==> config.mk <==
export PLATFORM = sky130hd
export DESIGN_NAME = rfs_relay_ctrl
export DESIGN_NICKNAME = d
export VERILOG_FILES = /design/src/rfs_pkg.sv /design/src/rfs_relay_ctrl.sv
export SDC_FILE = /design/constraint.sdc
export NUM_CORES = 1
export LEC_CHECK = 0
export BUFFER_PORTS_ARGS = -buffer_cell sky130_fd_sc_hd__buf_2
export CELL_PAD_IN_SITES_DETAIL_PLACEMENT = 1
export CELL_PAD_IN_SITES_GLOBAL_PLACEMENT = 1
export CORE_MARGIN = 3
export CORE_UTILIZATION = 46
export CTS_BUF_LIST = sky130_fd_sc_hd__clkbuf_8 sky130_fd_sc_hd__clkbuf_16
export DETAILED_ROUTE_END_ITERATION = 7
export GPL_TIMING_DRIVEN = 0
export PLACE_DENSITY = 0.86
export SYNTH_ARGS = -nofsm -noshare
export SYNTH_HDL_FRONTEND = slang
export SYNTH_SLANG_ARGS = --single-unit
export TNS_END_PERCENT = 5
==> constraint.sdc <==
create_clock -name clk -period 5.11 [get_ports clk]
set_input_delay 0.7665 -clock clk [delete_from_list [all_inputs] [get_ports clk]]
set_output_delay 0.7665 -clock clk [all_outputs]
set_load 0.02 [all_outputs]
==> src/rfs_pkg.sv <==
// Purpose: Shared constants and types for the relay and start/stop block.
// Assumes: 200 MHz system clock, Avalon-MM byte addresses.
// Notes: Function codes, register map and timing counts.
package rfs_pkg;
   localparam int CLK_HZ = 200_000_000;
   localparam int RCB_DELAY_MS = 500;
   localparam int RCB_DELAY_CYC_DEF = RCB_DELAY_MS * (CLK_HZ / 1000);
   localparam int RCB_CW = 27;
   localparam int DEB_TIME_US = 10;
   localparam int DEB_CYC = DEB_TIME_US * (CLK_HZ / 1_000_000);
   localparam int DEB_CW = 12;
   localparam int SETTLE_CYC = 2 * DEB_CYC + 4;
   localparam int SET_CW = 13;

   localparam logic [7:0] REG_FUNC_OFS = 8'h00;
   localparam logic [7:0] REG_CONT_OFS = 8'h04;
   localparam logic [7:0] REG_CFG_OFS = 8'h08;
   localparam logic [7:0] REG_CMD_OFS = 8'h0c;
   localparam logic [7:0] REG_STAT_OFS = 8'h10;

   localparam logic [31:0] FUNC_RST = 32'h000f_0201;
   localparam logic [31:0] FUNC_MASK = 32'h001f_1f1f;
   localparam logic [31:0] CONT_RST = 32'h0000_0101;
   localparam logic [31:0] CONT_MASK = 32'h0000_0303;
   localparam logic [31:0] CFG_RST = 32'h0000_0000;
   localparam logic [31:0] CFG_MASK = 32'h0000_0733;

   localparam int FN1_LSB = 0;
   localparam int FN2_LSB = 8;
   localparam int FN3_LSB = 16;
   localparam int CT1_LSB = 0;
   localparam int CT2_LSB = 8;
   localparam int SRC_LSB = 0;
   localparam int SCH_LSB = 4;
   localparam int BRK_LSB = 8;
   localparam int CMD_PNL_KEY = 0;
   localparam int CMD_PNL_RST = 2;
   localparam int CMD_SER_START = 4;
   localparam int CMD_SER_STOP = 5;
   localparam int CMD_SER_RST = 6;

   localparam logic [4:0] FN_OFF = 5'h00;
   localparam logic [4:0] FN_OPER = 5'h01;
   localparam logic [4:0] FN_FULLV = 5'h02;
   localparam logic [4:0] FN_PPRE = 5'h03;
   localparam logic [4:0] FN_RCB = 5'h04;
   localparam logic [4:0] FN_RUN = 5'h05;
   localparam logic [4:0] FN_RUN_R = 5'h06;
   localparam logic [4:0] FN_RUN_L = 5'h07;
   localparam logic [4:0] FN_OPER_R = 5'h08;
   localparam logic [4:0] FN_OPER_L = 5'h09;
   localparam logic [4:0] FN_PWR_AL = 5'h0a;
   localparam logic [4:0] FN_MAX_AL = 5'h0b;
   localparam logic [4:0] FN_MAX_PRE = 5'h0c;
   localparam logic [4:0] FN_MIN_AL = 5'h0d;
   localparam logic [4:0] FN_MIN_PRE = 5'h0e;
   localparam logic [4:0] FN_ALL_NPRE = 5'h0f;
   localparam logic [4:0] FN_ALL_NPWR = 5'h10;
   localparam logic [4:0] FN_EXT = 5'h11;
   localparam logic [4:0] FN_AR_EXP = 5'h12;
   localparam logic [4:0] FN_MANUAL = 5'h13;

   localparam logic [1:0] CT_NC = 2'h2;
   localparam logic [1:0] SRC_PANEL = 2'h0;
   localparam logic [1:0] SRC_REMOTE = 2'h1;
   localparam logic [1:0] SRC_SERIAL = 2'h2;
   localparam logic [1:0] SCH_2W_AUTO = 2'h0;
   localparam logic [1:0] SCH_2W_SEP = 2'h1;
   localparam logic [1:0] SCH_3W = 2'h2;

   typedef enum logic [1:0] {RUN_IDLE = 2'b01, RUN_ON = 2'b10} rfs_run_t;

   typedef struct packed {
      logic max_pwr;
      logic max_pre;
      logic min_pwr;
      logic min_pre;
      logic ext;
      logic general;
      logic ar_expired;
      logic manual;
   } rfs_alarm_t;

   typedef struct packed {
      logic starting;
      logic full_volt;
      logic stopping;
      logic braking;
      logic dir_left;
   } rfs_phase_t;
endpackage

==> src/rfs_relay_ctrl.sv <==
// Purpose: Relay function select and start/stop/reset command decode.
// Assumes: Avalon-MM slave with waitrequest; digital inputs high when closed.
// Notes: Motor phase and alarm state come from elsewhere as levels.
`timescale 1ns/1ps
module rfs_relay_ctrl
   import rfs_pkg::*;
#(
   parameter int unsigned RCB_DELAY_CYC = RCB_DELAY_CYC_DEF
)
(
   input wire logic clk,
   input wire logic rstn,
   input wire logic [7:0] avs_address,
   input wire logic avs_read,
   input wire logic avs_write,
   input wire logic [31:0] avs_writedata,
   input wire logic [3:0] avs_byteenable,
   output logic [31:0] avs_readdata,
   output logic avs_waitrequest,
   input wire logic [1:0] din,
   input wire rfs_alarm_t alarm,
   input wire rfs_phase_t phase,
   output logic [2:0] relay_out,
   output logic start_cmd,
   output logic stop_cmd,
   output logic reset_cmd
);
   logic wait_ff;
   logic [31:0] rdata_ff;
   logic [31:0] func_ff;
   logic [31:0] cont_ff;
   logic [31:0] cfg_ff;
   logic [31:0] nxt_func;
   logic [2:0] relay_ff;
   logic start_ff;
   logic stop_ff;
   logic reset_ff;
   logic stop_latch_ff;
   rfs_run_t run_st_ff;
   logic [1:0] sync1_ff;
   logic [1:0] sync2_ff;
   logic [1:0] deb_ff;
   logic [DEB_CW-1:0] deb_cnt_ff [2];
   logic [1:0] d_prev_ff;
   logic combo_prev_ff;
   logic [SET_CW-1:0] settle_ff;
   logic pwr_ok_ff;
   logic armed_ff;
   logic [RCB_CW-1:0] rcb_cnt_ff;

   function automatic logic [31:0] merge(input logic [31:0] old, input logic [31:0] wd,
                                         input logic [3:0] be);
      logic [31:0] m;
      m = {{8{be[3]}}, {8{be[2]}}, {8{be[1]}}, {8{be[0]}}};
      merge = (old & ~m) | (wd & m);
   endfunction

   // Activation condition of one relay for its function code
   function automatic logic fn_act(input logic [4:0] code, input rfs_phase_t ph,
                                   input rfs_alarm_t al, input logic brk_ok);
      logic run_p;
      logic op_p;
      logic pwr_al;
      logic oth_al;
      run_p = ph.starting | ph.full_volt;
      op_p = run_p | ph.stopping;
      pwr_al = al.max_pwr | al.min_pwr;
      oth_al = al.ext | al.general;
      case (code)
         FN_OPER: fn_act = op_p;
         FN_FULLV: fn_act = ph.full_volt;
         FN_PPRE: fn_act = al.max_pre | al.min_pre;
         FN_RCB: fn_act = ph.braking & brk_ok;
         FN_RUN: fn_act = run_p;
         FN_RUN_R: fn_act = run_p & ~ph.dir_left;
         FN_RUN_L: fn_act = run_p & ph.dir_left;
         FN_OPER_R: fn_act = op_p & ~ph.dir_left;
         FN_OPER_L: fn_act = op_p & ph.dir_left;
         FN_PWR_AL: fn_act = pwr_al;
         FN_MAX_AL: fn_act = al.max_pwr;
         FN_MAX_PRE: fn_act = al.max_pre;
         FN_MIN_AL: fn_act = al.min_pwr;
         FN_MIN_PRE: fn_act = al.min_pre;
         FN_ALL_NPRE: fn_act = pwr_al | oth_al;
         FN_ALL_NPWR: fn_act = oth_al;
         FN_EXT: fn_act = al.ext;
         FN_AR_EXP: fn_act = al.ar_expired;
         FN_MANUAL: fn_act = al.manual;
         default: fn_act = 1'b0;
      endcase
   endfunction

   // Bus decode
   logic hit_func;
   logic hit_cont;
   logic hit_cfg;
   logic hit_cmd;
   logic hit_stat;
   logic wr_en;
   logic acc;
   assign hit_func = avs_address == REG_FUNC_OFS;
   assign hit_cont = avs_address == REG_CONT_OFS;
   assign hit_cfg = avs_address == REG_CFG_OFS;
   assign hit_cmd = avs_address == REG_CMD_OFS;
   assign hit_stat = avs_address == REG_STAT_OFS;
   assign acc = (avs_read | avs_write) & wait_ff;
   assign wr_en = avs_write & ~wait_ff;

   logic [31:0] func_wr;
   logic [31:0] cont_wr;
   logic [31:0] cfg_wr;
   logic rcb_rise;
   logic cmd_wr;
   assign func_wr = merge(func_ff, avs_writedata, avs_byteenable) & FUNC_MASK;
   assign cont_wr = merge(cont_ff, avs_writedata, avs_byteenable) & CONT_MASK;
   assign cfg_wr = merge(cfg_ff, avs_writedata, avs_byteenable) & CFG_MASK;
   assign rcb_rise = wr_en & hit_cfg & ~(|cfg_ff[BRK_LSB +: 3]) & (|cfg_wr[BRK_LSB +: 3]);
   assign cmd_wr = wr_en & hit_cmd & avs_byteenable[0];

   always_comb
   begin
      nxt_func = func_ff;
      if (wr_en & hit_func)
      begin
         nxt_func = func_wr;
      end
      if (rcb_rise)
      begin
         nxt_func[FN1_LSB +: 5] = FN_RUN;
         nxt_func[FN2_LSB +: 5] = FN_RCB;
      end
   end

   // Setting fields
   logic [4:0] fn1;
   logic [4:0] fn2;
   logic [4:0] fn3;
   logic nc1;
   logic nc2;
   logic [1:0] src;
   logic [1:0] sch;
   assign fn1 = func_ff[FN1_LSB +: 5];
   assign fn2 = func_ff[FN2_LSB +: 5];
   assign fn3 = func_ff[FN3_LSB +: 5];
   assign nc1 = cont_ff[CT1_LSB +: 2] == CT_NC;
   assign nc2 = cont_ff[CT2_LSB +: 2] == CT_NC;
   assign src = cfg_ff[SRC_LSB +: 2];
   assign sch = cfg_ff[SCH_LSB +: 2];

   // Relay activation, brake held off after run relay drops
   logic rcb_ok;
   logic [2:0] act;
   logic run_any;
   assign rcb_ok = rcb_cnt_ff == RCB_CW'(RCB_DELAY_CYC);
   assign act[0] = fn_act(fn1, phase, alarm, rcb_ok);
   assign act[1] = fn_act(fn2, phase, alarm, rcb_ok);
   assign act[2] = fn_act(fn3, phase, alarm, rcb_ok);
   assign run_any = (act[0] & (fn1 inside {FN_RUN, FN_RUN_R, FN_RUN_L}))
                  | (act[1] & (fn2 inside {FN_RUN, FN_RUN_R, FN_RUN_L}))
                  | (act[2] & (fn3 inside {FN_RUN, FN_RUN_R, FN_RUN_L}));

   // Input conditioning
   for (genvar i = 0; i < 2; i++)
   begin : g_deb
      always_ff @(posedge clk)
      begin
         if (!rstn)
         begin
            sync1_ff[i] <= 1'b0;
            sync2_ff[i] <= 1'b0;
            deb_ff[i] <= 1'b0;
            deb_cnt_ff[i] <= '0;
         end
         else
         begin
            sync1_ff[i] <= din[i];
            sync2_ff[i] <= sync1_ff[i];
            if (sync2_ff[i] == deb_ff[i])
            begin
               deb_cnt_ff[i] <= '0;
            end
            else if (deb_cnt_ff[i] == DEB_CW'(DEB_CYC - 1))
            begin
               deb_cnt_ff[i] <= '0;
               deb_ff[i] <= sync2_ff[i];
            end
            else
            begin
               deb_cnt_ff[i] <= deb_cnt_ff[i] + 1'b1;
            end
         end
      end
   end

   // Edges and remote decode
   logic [1:0] rise;
   logic [1:0] fall;
   logic combo;
   logic combo_rise;
   logic rem_start;
   logic rem_stop;
   logic rem_reset;
   assign rise = deb_ff & ~d_prev_ff;
   assign fall = ~deb_ff & d_prev_ff;
   assign combo = deb_ff[0] & deb_ff[1];
   assign combo_rise = combo & ~combo_prev_ff;
   assign rem_start = ((sch == SCH_2W_AUTO | sch == SCH_2W_SEP) & combo_rise)
                    | ((sch == SCH_3W) & rise[0] & armed_ff);
   assign rem_stop = fall[1];
   assign rem_reset = ((sch == SCH_2W_SEP) & rise[0] & armed_ff)
                    | ((sch != SCH_2W_SEP) & rem_start);

   // Source selection
   logic src_pnl;
   logic src_rem;
   logic src_ser;
   logic pnl_key;
   logic stop_go;
   logic start_go;
   logic reset_go;
   assign src_pnl = src == SRC_PANEL;
   assign src_rem = src == SRC_REMOTE;
   assign src_ser = src == SRC_SERIAL;
   assign pnl_key = cmd_wr & avs_writedata[CMD_PNL_KEY];
   assign stop_go = (src_pnl & pnl_key & (run_st_ff == RUN_ON))
                  | (src_ser & cmd_wr & avs_writedata[CMD_SER_STOP])
                  | (src_rem & rem_stop);
   assign start_go = ~stop_go & ((src_pnl & pnl_key & (run_st_ff == RUN_IDLE))
                  | (src_ser & cmd_wr & avs_writedata[CMD_SER_START])
                  | (src_rem & rem_start));
   assign reset_go = (cmd_wr & avs_writedata[CMD_PNL_RST])
                   | (src_ser & cmd_wr & avs_writedata[CMD_SER_RST])
                   | (src_rem & rem_reset);

   logic [31:0] rd_mux;
   assign rd_mux = hit_func ? func_ff : hit_cont ? cont_ff : hit_cfg ? cfg_ff
                 : hit_stat ? {24'h0, run_st_ff == RUN_ON, rcb_ok, deb_ff, stop_latch_ff, relay_ff}
                 : 32'h0;

   always_ff @(posedge clk)
   begin
      if (!rstn)
      begin
         wait_ff <= 1'b1;
         rdata_ff <= 32'h0;
      end
      else
      begin
         wait_ff <= ~acc;
         if (acc)
         begin
            rdata_ff <= rd_mux;
         end
      end
   end

   always_ff @(posedge clk)
   begin
      if (!rstn)
      begin
         func_ff <= FUNC_RST;
         cont_ff <= CONT_RST;
         cfg_ff <= CFG_RST;
      end
      else
      begin
         func_ff <= nxt_func;
         if (wr_en & hit_cont)
         begin
            cont_ff <= cont_wr;
         end
         if (wr_en & hit_cfg)
         begin
            cfg_ff <= cfg_wr;
         end
      end
   end

   always_ff @(posedge clk)
   begin
      if (!rstn)
      begin
         relay_ff <= 3'h0;
         rcb_cnt_ff <= '0;
      end
      else
      begin
         relay_ff <= {act[2], act[1] ^ nc2, act[0] ^ nc1};
         if (run_any)
         begin
            rcb_cnt_ff <= '0;
         end
         else if (!rcb_ok)
         begin
            rcb_cnt_ff <= rcb_cnt_ff + 1'b1;
         end
      end
   end

   always_ff @(posedge clk)
   begin
      if (!rstn)
      begin
         d_prev_ff <= 2'h0;
         combo_prev_ff <= 1'b0;
         settle_ff <= '0;
         pwr_ok_ff <= 1'b0;
         armed_ff <= 1'b0;
      end
      else
      begin
         d_prev_ff <= deb_ff;
         combo_prev_ff <= combo;
         if (!pwr_ok_ff)
         begin
            settle_ff <= settle_ff + 1'b1;
         end
         pwr_ok_ff <= pwr_ok_ff | (settle_ff == SET_CW'(SETTLE_CYC));
         if (pwr_ok_ff & ~deb_ff[0])
         begin
            armed_ff <= 1'b1;
         end
      end
   end

   always_ff @(posedge clk)
   begin
      if (!rstn)
      begin
         start_ff <= 1'b0;
         stop_ff <= 1'b0;
         reset_ff <= 1'b0;
         stop_latch_ff <= 1'b0;
         run_st_ff <= RUN_IDLE;
      end
      else
      begin
         start_ff <= start_go;
         stop_ff <= stop_go;
         reset_ff <= reset_go;
         case (run_st_ff)
            RUN_IDLE:
            begin
               if (start_go)
               begin
                  run_st_ff <= RUN_ON;
               end
            end
            RUN_ON:
            begin
               if (stop_go)
               begin
                  run_st_ff <= RUN_IDLE;
               end
            end
            default: run_st_ff <= RUN_IDLE;
         endcase
         if (stop_go)
         begin
            stop_latch_ff <= 1'b1;
         end
         else if (start_go)
         begin
            stop_latch_ff <= 1'b0;
         end
      end
   end

   assign avs_waitrequest = wait_ff;
   assign avs_readdata = rdata_ff;
   assign relay_out = relay_ff;
   assign start_cmd = start_ff;
   assign stop_cmd = stop_ff;
   assign reset_cmd = reset_ff;
endmodule

==> out/qor.yml <==
drtPass1Iterations: 5
max_slew.worst_pin.slew_ns: 1.20
numCtsBuffers: 17
root_buffer: "clkbuf_16"
cts_tree: "yes"
grt_setup_unrepaired: "no"
hold_class: "reg -> reg"
place_inst: 1004
synthToLayoutAreaGrowth_pct: 20.9
io_pins: 102
dieArea_sq_um: 15300
max_freq_ghz: 0.380
drv_cap: 0
cts_setup_buffers: 0
first_iter_violations: 445
drt_wl_total_um: 19100
r2r_start: "rcb_cnt_ff[0]$_SDFFE_PP0P_"
cts_resized: 0
slew_headroom_pct: 19.1
cp-start-kind: "input port"
p_total_uw: 2530
nFillCells: 1633
htree_levels: 4
grt_pass1_vias: 6270
routed.top_layer: "met4"
die_x_um: 124
setup_ws_ns: 2.48
cts_sinks: 129
clock_skew_ns: 0.0111
place_hpwl_um: 13300
start_util_pct: 47.5
num_vias: 5844
ys_ff_latch: 129
grt_overflow: 0
gp_congestion: 0.936
ant_nets: 0
wl_met2_um: 9710
synthFlopType: "dfxtp_1"
async_reset_ff_share_pct: 0
r2r-end: "relay_out[0]$_SDFF_PN0_"
avgSynthCellArea_sq_um: 8.81
syn-instance-count: 722
crit_fanout: 10
r2r_cells: 8
cp-end-kind: "flop"
required_ns: 5.46
route.met3.wl_um: 1060
layout.nets: 916
layout-drive-gt1-share_pct: 14.8
drc: 0
leakage_uw: 0.00305
fin_crit_ns: 2.63
setup.worst_path.class: "in -> reg"
antenna_found_initial: 0
core_sq_um: 13400
cts_max_path_buffers: 2
ys_seq_area_share_pct: 44.4
synth.distinct_cells: 70
hp-start: "sync1_ff[1]$_SDFF_PN0_"
ys.warnings.count: 0
clk_latency_ns: 0.43
grt_use_total_pct: 25.8
port_buffers: 70
place_ws_ns: 2.06
status: "complete, no violations"
slew_viol_final: 0
vias_per_cell: 5.64
fin_crit_sh_pct: 51.5
grt_max_degree: 17
hold_viol_final: 0
rrSetupSlack_ns: 2.59
setup_violations: 0
hold-path-endpoint: "sync2_ff[1]$_SDFF_PN0_"
syn-cell-area_sq_um: 6360
multi_input_area_sq_um: 3390
clkTransAtPathRegs_ns: 0.06
crit_arrival_ns: 2.98
finalNonFillerCells: 1036
hold_buffers: 0
grt_pass1_wl_um: 30500
fin_setup_tns_ns: 0
holdPathStages: 1
power_density_nw_per_um2: 329
wire_per_inst_um: 18.4
wl_met1_um: 7830
synth_edf_count: 24
die_h_um: 124
seq_area_sq_um: 2820
peakVddDrop_v: 0.000257
rows: 42
-- metrics by stage --
step	instance area [sq um]	util, %	hold slack [ns]
floorplan	6500	-	0.412
global placement	7070	52.7	0.420
detailed placement	7070	52.7	0.436
CTS	7690	57.4	0.454
global route	7690	57.4	0.489
finish	7690	57.4	0.454
-- critical path, stage by stage --
cell      delay [ns]
buf_2           0.10
nor4_1          0.36
nand2b_1        0.19
nor4_2          0.93
o21ai_1         0.39
a21oi_1         0.23
-- layout make-up --
class | count | share of cell area (%)
multi-input cells | 571 | 44.1
inverters | 19 | 0.927
clock buffers | 19 | 6.04
diodes | 1 | 0.0325
clock inverters | 12 | 2.02
plain buffers | 39 | 2.78
repair buffers | 70 | 4.56
well taps | 176 | 2.86
flip-flops and latches | 129 | 36.7
-- routing by layer --
layer | vias to the layer above | GRT usage [%]
li1 | 2750 | -
met1 | 2848 | 30.6
met2 | 200 | 44.5
met3 | 46 | 5.86
met4 | 0 | 11.6
met5 | - | 0
-- worst max path at each step --
stage                         startpoint                       endpoint  depth (start not counted)
final                     avs_address[3]  avs_readdata[12]$_SDFFE_PN0P_                          6
after global routing      avs_address[3]  avs_readdata[18]$_SDFFE_PN0P_                          6
after CTS                 avs_address[3]  avs_readdata[18]$_SDFFE_PN0P_                          6
after detailed placement  avs_address[3]  avs_readdata[18]$_SDFFE_PN0P_                          6
after global placement    avs_address[3]  avs_readdata[16]$_SDFFE_PN0P_                          6
after floorplan                 alarm[3]        relay_out[1]$_SDFF_PN0_                          6
-- logic make-up (layout without fill, tap and decap cells) --
kind of cell / count (synthesis) / in the layout / synth area share [%]
AO/OA/AOI/OAI: 93 / 93 / 9.34
buffers and inverters: 58 / 159 / 4.48
flip-flops: 129 / 129 / 44.4
multiplexers: 27 / 27 / 4.74
adder cells (fa/ha/maj): 6 / 6 / 1.18
XOR/XNOR: 62 / 62 / 8.54
other: 2 / 39 / 0.118
AND/OR/NAND/NOR: 345 / 345 / 27.2
-- Yosys cell counts (2+ instances only) --
| cell | number | area, sq um |
|---|---|---|
| nor4b_1 | 2 | 17.5 |
| a311oi_1 | 3 | 26.3 |
| o21a_1 | 2 | 15.0 |
| xnor2_1 | 28 | 245 |
| ha_1 | 6 | 75.1 |
| o21ai_0 | 12 | 60.1 |
| nor2_1 | 105 | 394 |
| o31ai_1 | 2 | 15.0 |
| and4_1 | 4 | 35.0 |
| or3b_1 | 3 | 26.3 |
| a21oi_1 | 33 | 165 |
| o21ai_1 | 10 | 50.1 |
| nand2_1 | 65 | 244 |
| mux2i_1 | 23 | 230 |
| inv_1 | 17 | 63.8 |
| a31oi_1 | 2 | 12.5 |
| nand3_1 | 56 | 280 |
| dfxtp_1 | 105 | 2100 |
| nor3b_1 | 3 | 22.5 |
| clkbuf_1 | 21 | 78.8 |
| a222oi_1 | 3 | 30.0 |
| or4b_1 | 5 | 50.1 |
| xor2_1 | 34 | 298 |
| nor2b_1 | 15 | 93.8 |
| nand4b_1 | 2 | 17.5 |
| buf_4 | 15 | 113 |
| a211oi_1 | 5 | 37.5 |
| o211ai_1 | 3 | 22.5 |
| nand2b_1 | 4 | 25.0 |
| edfxtp_1 | 24 | 721 |
| or3_1 | 7 | 43.8 |
| nor3_1 | 17 | 85.1 |
| nor4_1 | 6 | 37.5 |
| nand4_1 | 14 | 87.6 |
| and3b_1 | 2 | 17.5 |
| and3_1 | 15 | 93.8 |
| conb_1 | 2 | 7.51 |
| nand3b_1 | 3 | 22.5 |
| a221oi_1 | 6 | 52.6 |
| and2_1 | 7 | 43.8 |
| inv_2 | 2 | 7.51 |
-- layout by cell type (no fill, tap or decap), types with 4 or more instances in the layout --
| master | Yosys | layout |
|---|---|---|
| conb_1 | 2 | 38 |
| and4_1 | 4 | 4 |
| o21ai_1 | 10 | 10 |
| o21ai_0 | 12 | 12 |
| nor2_1 | 105 | 105 |
| nor4_1 | 6 | 6 |
| a221oi_1 | 6 | 6 |
| clkbuf_1 | 21 | 21 |
| buf_4 | 15 | 15 |
| dfxtp_1 | 105 | 105 |
| or4b_1 | 5 | 5 |
| a21oi_1 | 33 | 33 |
| buf_2 | 1 | 71 |
| a211oi_1 | 5 | 5 |
| nand3_1 | 56 | 56 |
| xor2_1 | 34 | 34 |
| and3_1 | 15 | 15 |
| nand4_1 | 14 | 14 |
| mux2i_1 | 23 | 23 |
| or3_1 | 7 | 7 |
| nand2_1 | 65 | 65 |
| xnor2_1 | 28 | 28 |
| nor3_1 | 17 | 17 |
| and2_1 | 7 | 7 |
| edfxtp_1 | 24 | 24 |
| clkbuf_16 | 0 | 18 |
| inv_1 | 17 | 18 |
| nand2b_1 | 4 | 4 |
| ha_1 | 6 | 6 |
| nor2b_1 | 15 | 15 |
-- power breakdown --
part / internal (uW) / switching [uW] / total [uW]
clock network: 807 / 468 / 1280
registers: 1060 / 21.7 / 1080
logic: 61.7 / 110 / 172
No activity file was read; power rests on OpenSTA's default activity.
